==> src/rtcm_defines.svh <==
// Register indices, reset values and timing figures of the calendar clock and monitor
`ifndef RTCM_DEFINES_SVH
`define RTCM_DEFINES_SVH

// ----------------------------------------------------------------------------
// Register indices (byte address is four times the index)
// ----------------------------------------------------------------------------
`define RTCM_IDX_MON_EN      14'h2002
`define RTCM_IDX_TRIM        14'h2011
`define RTCM_IDX_SEC         14'h2015
`define RTCM_IDX_MIN         14'h2016
`define RTCM_IDX_HOUR        14'h2017
`define RTCM_IDX_WDAY        14'h2018
`define RTCM_IDX_MDAY        14'h2019
`define RTCM_IDX_MONTH       14'h201a
`define RTCM_IDX_YEAR        14'h201b
`define RTCM_IDX_UNLOCK      14'h201f
`define RTCM_IDX_MON_W0      14'h2060
`define RTCM_IDX_MON_W1      14'h2062
`define RTCM_IDX_MON_W2      14'h2064
`define RTCM_IDX_MON_W3      14'h2065

// ----------------------------------------------------------------------------
// Field positions and reset values
// ----------------------------------------------------------------------------
`define RTCM_MON_EN_BIT      3
`define RTCM_MON_EN_RST      1'h0
`define RTCM_TRIM_RST        7'h40
`define RTCM_MON_WORD_RST    10'h000

// ----------------------------------------------------------------------------
// Field limits
// ----------------------------------------------------------------------------
`define RTCM_SEC_MAX         6'h3b
`define RTCM_MIN_MAX         6'h3b
`define RTCM_HOUR_MAX        5'h17
`define RTCM_WDAY_MAX        3'h7
`define RTCM_MONTH_MAX       4'hc
`define RTCM_YEAR_MAX        8'h63

// ----------------------------------------------------------------------------
// Timing
// ----------------------------------------------------------------------------
`define RTCM_CLK_PERIOD_NS   4
`define RTCM_TB_HZ           32768
`define RTCM_TB_DIV          (1_000_000_000 / (`RTCM_CLK_PERIOD_NS * `RTCM_TB_HZ))

`endif

==> src/rtcm_pkg.sv <==
// Types shared by the calendar clock and monitor modules
`default_nettype none
package rtcm_pkg;
  typedef logic [13:0] rtcm_idx_t;
  typedef enum logic [2:0] {
    RTCM_MON_IDLE  = 3'b001,
    RTCM_MON_LOAD  = 3'b010,
    RTCM_MON_SHIFT = 3'b100
  } rtcm_mon_state_e;
endpackage : rtcm_pkg
`default_nettype wire

==> src/rtcm_tick.sv <==
// Time base and one-second tick generator
`timescale 1ns/1ns
`default_nettype none
`include "rtcm_defines.svh"
module rtcm_tick #(
  parameter int TB_DIV    = `RTCM_TB_DIV,
  parameter int SUB_TICKS = `RTCM_TB_HZ
) (
  input  wire logic core_clk_in,
  input  wire logic rst_b_in,
  output logic      sec_tick_out
);
  logic [31:0] div_q;
  logic [31:0] sub_q;
  logic        tick_q;

  // ----------------------------------------------------------------------------
  // Time base divider and seconds counter
  // ----------------------------------------------------------------------------
  always_ff @(posedge core_clk_in or negedge rst_b_in) begin
    if (!rst_b_in) begin
      div_q  <= 32'h0000_0000;
      sub_q  <= 32'h0000_0000;
      tick_q <= 1'b0;
    end else begin
      tick_q <= 1'b0;
      if (div_q >= 32'(TB_DIV - 1)) begin
        div_q <= 32'h0000_0000;
        if (sub_q >= 32'(SUB_TICKS - 1)) begin
          sub_q  <= 32'h0000_0000;
          tick_q <= 1'b1;
        end else begin
          sub_q <= sub_q + 32'h0000_0001;
        end
      end else begin
        div_q <= div_q + 32'h0000_0001;
      end
    end
  end

  assign sec_tick_out = tick_q;
endmodule : rtcm_tick // rtcm_tick
`default_nettype wire

==> src/rtcm_mon_ser.sv <==
// Serialiser for the monitor words
`timescale 1ns/1ns
`default_nettype none
module rtcm_mon_ser
  import rtcm_pkg::*;
#(
  parameter int WORD_W  = 10,
  parameter int N_WORDS = 4
) (
  input  wire logic                        core_clk_in,
  input  wire logic                        rst_b_in,
  input  wire logic                        enable_in,
  input  wire logic [WORD_W*N_WORDS-1:0]   words_in,
  output logic                             serial_out
);
  localparam int TOTAL = WORD_W * N_WORDS;

  rtcm_mon_state_e           state_q;
  logic [TOTAL-1:0]          shreg_q;
  logic [7:0]                cnt_q;
  logic                      ser_q;

  // ----------------------------------------------------------------------------
  // Frame sequencer: word zero first, msb first, looping while enabled
  // ----------------------------------------------------------------------------
  always_ff @(posedge core_clk_in or negedge rst_b_in) begin
    if (!rst_b_in) begin
      state_q <= RTCM_MON_IDLE;
      shreg_q <= '0;
      cnt_q   <= 8'h00;
      ser_q   <= 1'b0;
    end else if (!enable_in) begin
      state_q <= RTCM_MON_IDLE;
      ser_q   <= 1'b0;
    end else begin
      case (state_q)
        RTCM_MON_IDLE: begin
          state_q <= RTCM_MON_LOAD;
          ser_q   <= 1'b0;
        end
        RTCM_MON_LOAD: begin
          shreg_q <= words_in;
          cnt_q   <= 8'(TOTAL - 1);
          state_q <= RTCM_MON_SHIFT;
          ser_q   <= 1'b0;
        end
        RTCM_MON_SHIFT: begin
          ser_q   <= shreg_q[TOTAL-1];
          shreg_q <= {shreg_q[TOTAL-2:0], 1'b0};
          cnt_q   <= cnt_q - 8'h01;
          if (cnt_q == 8'h00) begin
            state_q <= RTCM_MON_LOAD;
          end
        end
        default: begin
          state_q <= RTCM_MON_IDLE;
        end
      endcase
    end
  end

  assign serial_out = ser_q;
endmodule : rtcm_mon_ser // rtcm_mon_ser
`default_nettype wire

==> src/rtcm_top.sv <==
// Calendar clock and monitor output with a classic Wishbone register slave
//
// Behaviour
// - An unlocked software write to a calendar field loads that field with the written value.
// - Seconds and minutes run 0 to 59 and hours 0 to 23, with 0 as midnight.
// - Weekday runs 1 to 7 with 1 as Sunday, day of month 1 to 31 and month 1 to 12.
// - Year runs 0 to 99 and every year divisible by four, zero included, is a leap year.
// - Chip reset leaves the calendar fields as they were.
// - With monitoring disabled the monitor pin is held low.
// - With monitoring enabled the four 10-bit monitor words are shifted out on the pin.
`timescale 1ns/1ns
`default_nettype none
`include "rtcm_defines.svh"
module rtcm_top
  import rtcm_pkg::*;
#(
  parameter int TB_DIV    = `RTCM_TB_DIV,
  parameter int SUB_TICKS = `RTCM_TB_HZ,
  parameter int MON_W     = 10
) (
  input  wire logic        core_clk_in,
  input  wire logic        rst_b_in,
  input  wire logic        wb_cyc_in,
  input  wire logic        wb_stb_in,
  input  wire logic        wb_we_in,
  input  wire logic [15:0] wb_adr_in,
  input  wire logic [3:0]  wb_sel_in,
  input  wire logic [31:0] wb_dat_in,
  output logic      [31:0] wb_dat_out,
  output logic             wb_ack_out,
  output logic             monitor_serial_out
);

  // ----------------------------------------------------------------------------
  // Declarations
  // ----------------------------------------------------------------------------
  logic             ack_q;
  logic [31:0]      rdat_q;
  logic [31:0]      rdat_d;
  rtcm_idx_t        idx;
  logic             req;
  logic             wr;
  logic             time_idx;
  logic             time_wr;
  logic             unlock_q;
  logic             mon_en_q;
  logic [6:0]       trim_q;
  logic [MON_W-1:0] mon_w0_q;
  logic [MON_W-1:0] mon_w1_q;
  logic [MON_W-1:0] mon_w2_q;
  logic [MON_W-1:0] mon_w3_q;
  logic [5:0]       sec_q;
  logic [5:0]       min_q;
  logic [4:0]       hour_q;
  logic [2:0]       wday_q;
  logic [4:0]       mday_q;
  logic [3:0]       month_q;
  logic [7:0]       year_q;
  logic [5:0]       sec_d;
  logic [5:0]       min_d;
  logic [4:0]       hour_d;
  logic [2:0]       wday_d;
  logic [4:0]       mday_d;
  logic [3:0]       month_d;
  logic [7:0]       year_d;
  logic             sec_tick;
  logic             ser;

  // ----------------------------------------------------------------------------
  // Helpers
  // ----------------------------------------------------------------------------
  function automatic logic is_leap(input logic [7:0] yr);
    is_leap = (yr[1:0] == 2'h0);
  endfunction

  function automatic logic [4:0] days_in_month(input logic [3:0] mo, input logic [7:0] yr);
    case (mo)
      4'h2:                      days_in_month = is_leap(yr) ? 5'h1d : 5'h1c;
      4'h4, 4'h6, 4'h9, 4'hb:    days_in_month = 5'h1e;
      default:                   days_in_month = 5'h1f;
    endcase
  endfunction

  function automatic logic [MON_W-1:0] merge_word(input logic [MON_W-1:0] old,
                                                  input logic [31:0] dat,
                                                  input logic [3:0] sel);
    merge_word = old;
    if (sel[0]) begin
      merge_word[7:0] = dat[7:0];
    end
    if (sel[1]) begin
      merge_word[MON_W-1:8] = dat[MON_W-1:8];
    end
  endfunction

  // ----------------------------------------------------------------------------
  // Wishbone slave: ack one cycle after the request, dropped the cycle after
  // ----------------------------------------------------------------------------
  assign idx      = wb_adr_in[15:2];
  assign req      = wb_cyc_in && wb_stb_in;
  assign wr       = req && wb_we_in && ack_q && wb_sel_in[0];
  assign time_idx = (idx >= `RTCM_IDX_SEC) && (idx <= `RTCM_IDX_YEAR);
  assign time_wr  = wr && time_idx && unlock_q;

  always_ff @(posedge core_clk_in or negedge rst_b_in) begin
    if (!rst_b_in) begin
      ack_q <= 1'b0;
    end else begin
      ack_q <= req && !ack_q;
    end
  end

  always_comb begin
    rdat_d = 32'h0000_0000;
    case (idx)
      `RTCM_IDX_MON_EN: rdat_d[`RTCM_MON_EN_BIT] = mon_en_q;
      `RTCM_IDX_TRIM:   rdat_d[6:0] = trim_q;
      `RTCM_IDX_SEC:    rdat_d[5:0] = sec_q;
      `RTCM_IDX_MIN:    rdat_d[5:0] = min_q;
      `RTCM_IDX_HOUR:   rdat_d[4:0] = hour_q;
      `RTCM_IDX_WDAY:   rdat_d[2:0] = wday_q;
      `RTCM_IDX_MDAY:   rdat_d[4:0] = mday_q;
      `RTCM_IDX_MONTH:  rdat_d[3:0] = month_q;
      `RTCM_IDX_YEAR:   rdat_d[7:0] = year_q;
      `RTCM_IDX_MON_W0: rdat_d[MON_W-1:0] = mon_w0_q;
      `RTCM_IDX_MON_W1: rdat_d[MON_W-1:0] = mon_w1_q;
      `RTCM_IDX_MON_W2: rdat_d[MON_W-1:0] = mon_w2_q;
      `RTCM_IDX_MON_W3: rdat_d[MON_W-1:0] = mon_w3_q;
      default:          rdat_d = 32'h0000_0000;
    endcase
  end

  always_ff @(posedge core_clk_in or negedge rst_b_in) begin
    if (!rst_b_in) begin
      rdat_q <= 32'h0000_0000;
    end else if (req && !ack_q) begin
      rdat_q <= rdat_d;
    end
  end

  assign wb_ack_out = ack_q;
  assign wb_dat_out = rdat_q;

  // ----------------------------------------------------------------------------
  // Write unlock: one arm per field write, cleared by any other write with byte lane 0 selected
  // ----------------------------------------------------------------------------
  always_ff @(posedge core_clk_in or negedge rst_b_in) begin
    if (!rst_b_in) begin
      unlock_q <= 1'b0;
    end else if (wr) begin
      unlock_q <= (idx == `RTCM_IDX_UNLOCK);
    end
  end

  // ----------------------------------------------------------------------------
  // Control and monitor word registers
  // ----------------------------------------------------------------------------
  always_ff @(posedge core_clk_in or negedge rst_b_in) begin
    if (!rst_b_in) begin
      mon_en_q <= `RTCM_MON_EN_RST;
      trim_q   <= `RTCM_TRIM_RST;
    end else if (wr) begin
      if (idx == `RTCM_IDX_MON_EN) begin
        mon_en_q <= wb_dat_in[`RTCM_MON_EN_BIT];
      end
      if (idx == `RTCM_IDX_TRIM) begin
        trim_q <= wb_dat_in[6:0];
      end
    end
  end

  always_ff @(posedge core_clk_in or negedge rst_b_in) begin
    if (!rst_b_in) begin
      mon_w0_q <= `RTCM_MON_WORD_RST;
      mon_w1_q <= `RTCM_MON_WORD_RST;
      mon_w2_q <= `RTCM_MON_WORD_RST;
      mon_w3_q <= `RTCM_MON_WORD_RST;
    end else if (req && wb_we_in && ack_q) begin
      case (idx)
        `RTCM_IDX_MON_W0: mon_w0_q <= merge_word(mon_w0_q, wb_dat_in, wb_sel_in);
        `RTCM_IDX_MON_W1: mon_w1_q <= merge_word(mon_w1_q, wb_dat_in, wb_sel_in);
        `RTCM_IDX_MON_W2: mon_w2_q <= merge_word(mon_w2_q, wb_dat_in, wb_sel_in);
        `RTCM_IDX_MON_W3: mon_w3_q <= merge_word(mon_w3_q, wb_dat_in, wb_sel_in);
        default: begin
        end
      endcase
    end
  end

  // ----------------------------------------------------------------------------
  // Calendar advance
  // ----------------------------------------------------------------------------
  rtcm_tick #(
    .TB_DIV    (TB_DIV),
    .SUB_TICKS (SUB_TICKS)
  ) u_tick (
    .core_clk_in  (core_clk_in),
    .rst_b_in     (rst_b_in),
    .sec_tick_out (sec_tick)
  );

  always_comb begin
    sec_d   = sec_q;
    min_d   = min_q;
    hour_d  = hour_q;
    wday_d  = wday_q;
    mday_d  = mday_q;
    month_d = month_q;
    year_d  = year_q;
    if (sec_tick) begin
      if (sec_q >= `RTCM_SEC_MAX) begin
        sec_d = 6'h00;
        if (min_q >= `RTCM_MIN_MAX) begin
          min_d = 6'h00;
          if (hour_q >= `RTCM_HOUR_MAX) begin
            hour_d = 5'h00;
            wday_d = (wday_q >= `RTCM_WDAY_MAX) ? 3'h1 : wday_q + 3'h1;
            if (mday_q >= days_in_month(month_q, year_q)) begin
              mday_d = 5'h01;
              if (month_q >= `RTCM_MONTH_MAX) begin
                month_d = 4'h1;
                year_d  = (year_q >= `RTCM_YEAR_MAX) ? 8'h00 : year_q + 8'h01;
              end else begin
                month_d = month_q + 4'h1;
              end
            end else begin
              mday_d = mday_q + 5'h01;
            end
          end else begin
            hour_d = hour_q + 5'h01;
          end
        end else begin
          min_d = min_q + 6'h01;
        end
      end else begin
        sec_d = sec_q + 6'h01;
      end
    end
  end

  // Calendar fields carry no reset so that a chip reset keeps the time
  always_ff @(posedge core_clk_in) begin
    sec_q   <= (time_wr && idx == `RTCM_IDX_SEC)   ? wb_dat_in[5:0] : sec_d;
    min_q   <= (time_wr && idx == `RTCM_IDX_MIN)   ? wb_dat_in[5:0] : min_d;
    hour_q  <= (time_wr && idx == `RTCM_IDX_HOUR)  ? wb_dat_in[4:0] : hour_d;
    wday_q  <= (time_wr && idx == `RTCM_IDX_WDAY)  ? wb_dat_in[2:0] : wday_d;
    mday_q  <= (time_wr && idx == `RTCM_IDX_MDAY)  ? wb_dat_in[4:0] : mday_d;
    month_q <= (time_wr && idx == `RTCM_IDX_MONTH) ? wb_dat_in[3:0] : month_d;
    year_q  <= (time_wr && idx == `RTCM_IDX_YEAR)  ? wb_dat_in[7:0] : year_d;
  end

  // ----------------------------------------------------------------------------
  // Monitor output
  // ----------------------------------------------------------------------------
  rtcm_mon_ser #(
    .WORD_W  (MON_W),
    .N_WORDS (4)
  ) u_mon (
    .core_clk_in (core_clk_in),
    .rst_b_in    (rst_b_in),
    .enable_in   (mon_en_q),
    .words_in    ({mon_w0_q, mon_w1_q, mon_w2_q, mon_w3_q}),
    .serial_out  (ser)
  );

  assign monitor_serial_out = ser && mon_en_q;

  // ----------------------------------------------------------------------------
  // Assertions
  // ----------------------------------------------------------------------------
  property p_time_write;
    @(posedge core_clk_in) disable iff (!rst_b_in)
      (time_wr && idx == `RTCM_IDX_SEC) |=> (sec_q == $past(wb_dat_in[5:0]));
  endproperty
  a_time_write: assert property (p_time_write) else $error("seconds write not loaded");

  property p_locked_write;
    @(posedge core_clk_in) disable iff (!rst_b_in)
      (wr && !unlock_q && idx == `RTCM_IDX_MIN && !sec_tick) |=> $stable(min_q);
  endproperty
  a_locked_write: assert property (p_locked_write) else $error("write without unlock changed minutes");

  property p_hour_wrap;
    @(posedge core_clk_in) disable iff (!rst_b_in)
      (sec_tick && !time_wr && sec_q == 6'h3b && min_q == 6'h3b && hour_q == 5'h17)
      |=> (sec_q == 6'h00 && min_q == 6'h00 && hour_q == 5'h00);
  endproperty
  a_hour_wrap: assert property (p_hour_wrap) else $error("midnight rollover wrong");

  property p_week_month_wrap;
    @(posedge core_clk_in) disable iff (!rst_b_in)
      (sec_tick && !time_wr && sec_q == 6'h3b && min_q == 6'h3b && hour_q == 5'h17
       && wday_q == 3'h7 && month_q == 4'hc && mday_q == 5'h1f)
      |=> (wday_q == 3'h1 && month_q == 4'h1 && mday_q == 5'h01);
  endproperty
  a_week_month_wrap: assert property (p_week_month_wrap) else $error("weekday or month wrap wrong");

  property p_leap_day;
    @(posedge core_clk_in) disable iff (!rst_b_in)
      (sec_tick && !time_wr && sec_q == 6'h3b && min_q == 6'h3b && hour_q == 5'h17
       && month_q == 4'h2 && mday_q == 5'h1c)
      |=> (mday_q == (is_leap($past(year_q)) ? 5'h1d : 5'h01));
  endproperty
  a_leap_day: assert property (p_leap_day) else $error("leap year handling wrong");

  // Only fields that already hold a valid time
  property p_reset_keeps;
    @(posedge core_clk_in) disable iff (1'b0)
      (!rst_b_in && sec_q <= `RTCM_SEC_MAX && year_q <= `RTCM_YEAR_MAX)
      |=> (sec_q == $past(sec_q) && year_q == $past(year_q));
  endproperty
  a_reset_keeps: assert property (p_reset_keeps) else $error("reset changed the calendar");

  property p_mon_low;
    @(posedge core_clk_in) disable iff (!rst_b_in)
      !mon_en_q |-> !monitor_serial_out;
  endproperty
  a_mon_low: assert property (p_mon_low) else $error("monitor pin high while disabled");

  property p_mon_first_bit;
    @(posedge core_clk_in) disable iff (!rst_b_in)
      ($rose(mon_en_q) && mon_w0_q[MON_W-1]) ##1 mon_en_q[*2] |=> monitor_serial_out;
  endproperty
  a_mon_first_bit: assert property (p_mon_first_bit) else $error("monitor first bit missing");

  property p_sec_count;
    @(posedge core_clk_in) disable iff (!rst_b_in)
      (sec_tick && !time_wr && sec_q < 6'h3b) |=> (sec_q == $past(sec_q) + 6'h01);
  endproperty
  a_sec_count: assert property (p_sec_count) else $error("seconds did not advance");

  c_unlocked_write: cover property (@(posedge core_clk_in) disable iff (!rst_b_in) time_wr);
  c_mon_enabled:    cover property (@(posedge core_clk_in) disable iff (!rst_b_in) monitor_serial_out);
  c_sec_tick:       cover property (@(posedge core_clk_in) disable iff (!rst_b_in) sec_tick);
  c_read_ack:       cover property (@(posedge core_clk_in) disable iff (!rst_b_in) ack_q && !wb_we_in);
  c_day_rollover:   cover property (@(posedge core_clk_in) disable iff (!rst_b_in) sec_tick && mday_d != mday_q);

endmodule : rtcm_top // rtcm_top
`default_nettype wire

==> config.mk <==
export PLATFORM = sky130hd
export DESIGN_NAME = rtcm_top
export DESIGN_NICKNAME = d
export VERILOG_FILES = /design/src/rtcm_pkg.sv /design/src/rtcm_tick.sv /design/src/rtcm_mon_ser.sv /design/src/rtcm_top.sv
export VERILOG_INCLUDE_DIRS = /design/src
export SDC_FILE = /design/constraint.sdc
export NUM_CORES = 1
export LEC_CHECK = 0
export BUFFER_PORTS_ARGS = -buffer_cell sky130_fd_sc_hd__buf_2
export CAP_MARGIN = 40
export CORE_MARGIN = 4
export CORE_UTILIZATION = 50
export DETAILED_ROUTE_END_ITERATION = 8
export GPL_ROUTABILITY_DRIVEN = 0
export PLACE_DENSITY_LB_ADDON = 0.15
export SLEW_MARGIN = 20
export SYNTH_ARGS = -nofsm -noshare
export SYNTH_HDL_FRONTEND = slang
export SYNTH_SLANG_ARGS = --single-unit
==> constraint.sdc <==
create_clock -name core_clk_in -period 3.25 [get_ports core_clk_in]
set_clock_uncertainty 0.2 [all_clocks]
set_input_delay 0.65 -clock core_clk_in [delete_from_list [all_inputs] [get_ports core_clk_in]]
set_output_delay 0.65 -clock core_clk_in [all_outputs]
set_load 0.1 [all_outputs]
# After elaboration in Yosys (flattened, before gate mapping)

Cells that the tools add are included.

Word-level logic and storage cells: 199
Output and inout port bits: 34
Register bits: 214

Muxes and demuxes: 63
Order comparisons: 11
$add $sub $neg: 10
Equality and inequality tests: 24
Reduce and logical (&&, ||, !) cells: 64

Operator list:

| kind                    | number |
|---|---|
| $eq A14 B14 Y1 const B  | 14 |
| $pmux W40 S2            | 1 |
| $mux W5                 | 15 |
| $add A32 B1 Y32 const B | 2 |
| $mux W32                | 2 |
| $mux W8                 | 8 |
| $reduce_bool A2 Y1      | 26 |
| $mux W6                 | 7 |
| $pmux W3 S12            | 1 |
| $ge A32 B13 Y1 const B  | 1 |
| $ge A32 B15 Y1 const B  | 1 |
| $mux W4                 | 7 |
| $reduce_and A3 Y1       | 9 |
| $mux W3                 | 8 |
| $logic_and A1 B1 Y1     | 16 |
| $pmux W8 S2             | 1 |
| $ge A14 B14 Y1 const B  | 1 |
| $le A14 B14 Y1 const B  | 1 |
| $add A6 B1 Y6 const B   | 2 |
| $ge A6 B6 Y1 const B    | 2 |
| $pmux W1 S12            | 1 |
| $add A5 B1 Y5 const B   | 2 |
| $pmux W1 S10            | 1 |
| $pmux W3 S3             | 1 |
| 32 further kinds        | 42 |

# Depth between registers and ports, before layout

Word-level depth: 14
Mapped depth: 10
Mapped depth without buffers: 10

# Hierarchy

A second synthesis with hierarchy kept.

Cell total of the unflattened synthesis: 1,066
Area total of the unflattened synthesis: 11,324.6 um^2

By module, submodules not included:

| module       | area each (um^2) | cells an instance | seq. area each (um^2) | times used |
|---|---|---|---|---|
| rtcm_top     | 5,869.4          | 554               | 2,613.8               | 1 |
| rtcm_tick    | 2,876.5          | 269               | 1,626.6               | 1 |
| rtcm_mon_ser | 2,578.7          | 243               | 1,302.5               | 1 |

# Worst setup path after synthesis

OpenSTA, ideal clock, no wires.

Kind: flip-flop to flip-flop
Start: register ack_q, in the netlist wb_ack_out
End: register min_q[0] (enable)
Library setup time: 0.377 ns
Stages on the path, launching flop included: 5
Slack: 0.222 ns
Data arrival time: 2.451 ns
Clock period less this slack: 3.028 ns
Path through: dfrtp_1 and4_1 nand4_1 or4b_4 o21ai_0

Cells in the longest elaborated chain, start to end: 7
Elaborated cells on any way between the ends: 8
Classes of those cells: reduce/logical (8)

RTL lines:

| what                                   | line            | text |
|---|---|---|
| start, declared                        | rtcm_top.sv:37  | `logic ack_q;` |
| start signal, assigned                 | rtcm_top.sv:109 | `ack_q <= req && !ack_q;` |
| $logic_and A1 B1 Y1 * (2 in a row)     | rtcm_top.sv:101 | `assign wr = req && wb_we_in && ack_q && wb_sel_in[0];` |
| $logic_and A1 B1 Y1 * (2 in a row)     | rtcm_top.sv:103 | `assign time_wr = wr && time_idx && unlock_q;` |
| $logic_and A1 B1 Y1 (no source line) * | -               |  |
| $reduce_bool A2 Y1 (no source line)    | -               |  |
| $reduce_and A2 Y1 (no source line) *   | -               |  |
| end signal, assigned                   | rtcm_top.sv:244 | `` min_q <= (time_wr && idx == `RTCM_IDX_MIN) ? wb_dat_in[5:0] : min_d; `` |
| end, declared                          | rtcm_top.sv:53  | `logic [5:0] min_q;` |

Every way passes the cells marked *; elsewhere a longest branch is shown, timed or not.
A chain may end at the register's enable or synchronous reset.

# Final worst setup path

Start: register month_q[0]
End: register year_q[5] (enable)

Cells in the longest elaborated chain, start to end: 10
Elaborated cells on any way between the ends: 16
Classes of those cells: order compare (2); eq/ne (5); mux (5); reduce/logical (4)

RTL lines:

| what                                                | line            | text |
|---|---|---|
| start, declared                                     | rtcm_top.sv:57  | `logic [3:0] month_q;` |
| start signal, assigned                              | rtcm_top.sv:248 | `` month_q <= (time_wr && idx == `RTCM_IDX_MONTH) ? wb_dat_in[3:0] : month_d; `` |
| $eq A4 B3 Y1 / $eq A4 B4 Y1 (equally long branches) | rtcm_top.sv:77  | `case (mo)` |
| $reduce_or A4 Y1                                    | rtcm_top.sv:77  |  |
| $pmux W2 S2                                         | rtcm_top.sv:77  |  |
| $mux W5                                             | rtcm_top.sv:215 | `` if (hour_q >= `RTCM_HOUR_MAX) begin `` |
| $mux W5                                             | rtcm_top.sv:213 | `` if (min_q >= `RTCM_MIN_MAX) begin `` |
| $mux W5                                             | rtcm_top.sv:211 | `` if (sec_q >= `RTCM_SEC_MAX) begin `` |
| $mux W5                                             | rtcm_top.sv:210 | `if (sec_tick) begin` |
| $ge A5 B5 Y1                                        | rtcm_top.sv:218 | `if (mday_q >= days_in_month(month_q, year_q)) begin` |
| $reduce_bool A2 Y1 (no source line)                 | -               |  |
| $reduce_and A6 Y1 (no source line) *                | -               |  |
| end signal, assigned                                | rtcm_top.sv:249 | `` year_q <= (time_wr && idx == `RTCM_IDX_YEAR) ? wb_dat_in[7:0] : year_d; `` |
| end, declared                                       | rtcm_top.sv:58  | `logic [7:0] year_q;` |

Every way passes the cells marked *; elsewhere a longest branch is shown, timed or not. The select of a mux whose other input is x is not followed.

==> impl_metrics.yaml <==
run_status:
  outcome: "complete, no violations"
logic_synthesis:
  synth_top_area_frac: 0.397
  yosysSeqAreaShare: 0.503
  yosysUniqueCellTypes: 81
  ys.flop_type: "dfrtp_1"
  synthCells: 1056
  syn_avg_cell_area_um2: 10.4
  async_flop_share: 0.827
  yosys-top-cells-area: "dfrtp_1, edfxtp_1, mux2_2, mux2i_1, o21ai_0"
  synth-edff-count: 37
  synth-seq-cells: 214
  yosysWarnings: 0
  yosys-top-cells-count: "dfrtp_1, nand2_1, o21ai_0"
  synth.most_common_cell: "dfrtp_1"
  synth_top_cell_by_area: "dfrtp_1"
  syn_area_um2: 11000
sta:
  worst_slew_pin_slew_ns: 0.842
  rsz0062_at_grt: "no"
  maxSlewViolCount: 0
  hold_viol: 0
  slew_headroom: 0.439
  final.min_clock_period_ns: 2.92
  tns_ns: 0
  finalSetupViolCount: 0
  min_period_over_period: 0.898
  fmaxAchievable_mhz: 343
clock_tree:
  cts_htree_levels: 1
  clk_pin_slew_ns: 0.06
  cts_root_buffer: "clkbuf_16"
  cts_tree: "yes"
  cts.path.max_buffers: 3
  insertion_delay_ns: 0.52
  clkSinkCount: 214
  cts_inserted_buffers: 25
route:
  wl_per_cell_um: 18.3
  vias: 8183
  ant_nets: 0
  routed_wl_mm: 26.3
  drc_errors: 0
  vias_per_cell: 5.70
  drt_pass1_iterations: 5
  drt_iter0_drc: 604
power_and_ir_drop:
  pwr-share-clk: 0.422
  power.net_switching_mw: 1.77
  seq_power_share: 0.448
  p_leak_nw: 5.25
  swShare: 0.276
  comb_power_share: 0.131
  pwr_density_cell_nw_per_um2: 509
  p_int_mw: 4.63
  ir_worst_vdd_mv: 0.472
floorplanning:
  coreArea_um2: 21800
  start_util: 0.507
  die_w_um: 157
  ioPinCount: 91
  rows: 54
  die_y_um: 157
  dieArea_um2: 24500
layout:
  final_nets: 1212
  fin_cells: 1435
  syn_to_final_growth_pct: 14.1
  antennaDiodeCount: 0
  layout-drive-gt1-share: 0.186
critical_path:
  critPathKind: "reg -> reg"
  reg2reg_setup_slack_ns: 0.33
  critPathRequiredTime_ns: 3.31
  crit_path_start_kind: "register"
  r2r_cells: 10
  worstReg2RegStart: "month_q[0]"
  r2r-end: "year_q[5]"
  path_cells: "inv_1 > ha_1 > o21ai_0 > o21ai_0 > o21ai_0 > ha_1 > nand2b_1 > a21oi_1 > nor3_1 > a31o_2"
  path_common_cell: "o21ai_0"
  cp_data_arrival_time_ns: 2.98
  startpoint: "month_q[0]"
  max_stage_delay_ns: 0.47
  crit_slowest_cell: "edfxtp_1"
  end_kind: "register"
  crit_fanout: 8
min_path:
  hold_depth: 2
  holdPathEnd: "mon_w1_q[8]"
  hp-class: "in -> reg"
  hold_start: "wb_dat_in[8]"
placed_design:
  dp.cells: 1388
  port_buffers: 42
  dp_hpwl_mm: 18.9
run:
  cap_violations: 0
global_route:
  track_usage: 0.219
  grt_pass1_vias: 8212
  overflow: 0
  grt_start_max_net_pins: 66
  grt_pass1_wl_mm: 43.4
  antenna_found_initial: 4
## area by class of cell
class,instances,area (µm²)
fillers,1904,9180
flip-flops and latches,214,5540
multi-input cells,790,5220
clock buffers,36,718
repair buffers,83,577
well taps,280,350
clock inverters,10,86.3
inverters,22,82.6
## power by group through the flow
stage / clock network, mW / logic, mW / registers [mW]
2_1_floorplan: 0 / 0.569 / 2.96
3_3_place_gp: 0 / 0.829 / 2.91
3_5_place_dp: 0 / 0.834 / 2.91
4_1_cts: 2.78 / 0.838 / 2.87
5_1_grt: 2.89 / 0.918 / 2.88
6_report: 2.70 / 0.836 / 2.87
## state kept, by name, summed over array words and instances, names as in the netlist, 3 cells and up
name / count
min_q: 6
mon_w3_q: 10
u_tick.div_q: 32
wb_dat_out: 10
month_q: 4
wday_q: 3
u_mon.shreg_q: 40
mday_q: 5
trim_q: 7
u_mon.cnt_q: 8
sec_q: 6
mon_w0_q: 10
hour_q: 5
u_tick.sub_q: 32
mon_w2_q: 10
u_mon.state_q: 3
year_q: 8
mon_w1_q: 10
## kinds of logic after synthesis
family	share of synthesized area
simple gates	0.179
flops	0.503
fa+ha+maj	0.0216
compound gates	0.114
other cells	0.000340
mux	0.124
buf+inv	0.0400
xor+xnor	0.0183
## layer usage
layer | global-route usage | share of wire | wire, µm | vias up
met3 | 0.0456 | 0.063 | 1670 | 66
met1 | 0.303 | 0.45 | 11800 | 3959
met2 | 0.354 | 0.46 | 12100 | 206
met5 | 0 | 0.0016 | 42 | -
met4 | 0.0570 | 0.027 | 707 | 8
li1 | - | - | - | 3944
## timing repair
item	in CTS	in global routing
endpoints found under the hold margin	61	0
resized for setup	0	0
setup buffers	0	0
hold buffers	1	0
## cell usage in the layout (no fill, tap or decap), drive strengths merged, types with 13 or more instances in the layout
cell type  count
dfrtp        175
nand2        127
mux2          67
and2          14
nor2b         13
ha            19
nand3         45
a21oi         19
conb          41
nand4         20
inv           24
edfxtp        37
clkbuf        36
nand2b        13
mux2i         61
buf           82
nor4          19
xnor2         13
nor3          26
nor2          56
o21ai        104
## stage by stage
step                worst slack, ns  cell area (µm²)  total power, mW   util  hold slack, ns
finish                        0.331            12600             6.40  0.578           0.227
global route                 0.0972            12600             6.69  0.578           0.214
CTS                           0.324            12600             6.48  0.578           0.207
detailed placement            0.179            11800             3.75  0.541           0.270
global placement              0.158            11800             3.74  0.541           0.262
floorplan                     0.222            11200             3.53      -           0.154
## critical path: cells and delay by family, from the launching register on
family,cells,cell delay (ns)
DFF,1,0.47
buffers and inverters,1,0.12
adders and majority gates,2,0.48
AOI/OAI and AO/OA,5,1.09
and+or+nand+nor,2,0.32
## how the worst max path moves through the flow
stage	endpoint	slack [ns]	cells past startpoint
after CTS	year_q[5]	0.32	10
after global routing	year_q[0]	0.1	10
after floorplan	min_q[0]	0.22	4
after detailed placement	sec_q[4]	0.18	8
final	year_q[5]	0.33	10
after global placement	sec_q[4]	0.16	8
Note: power is estimated with default switching activity, not from simulation.
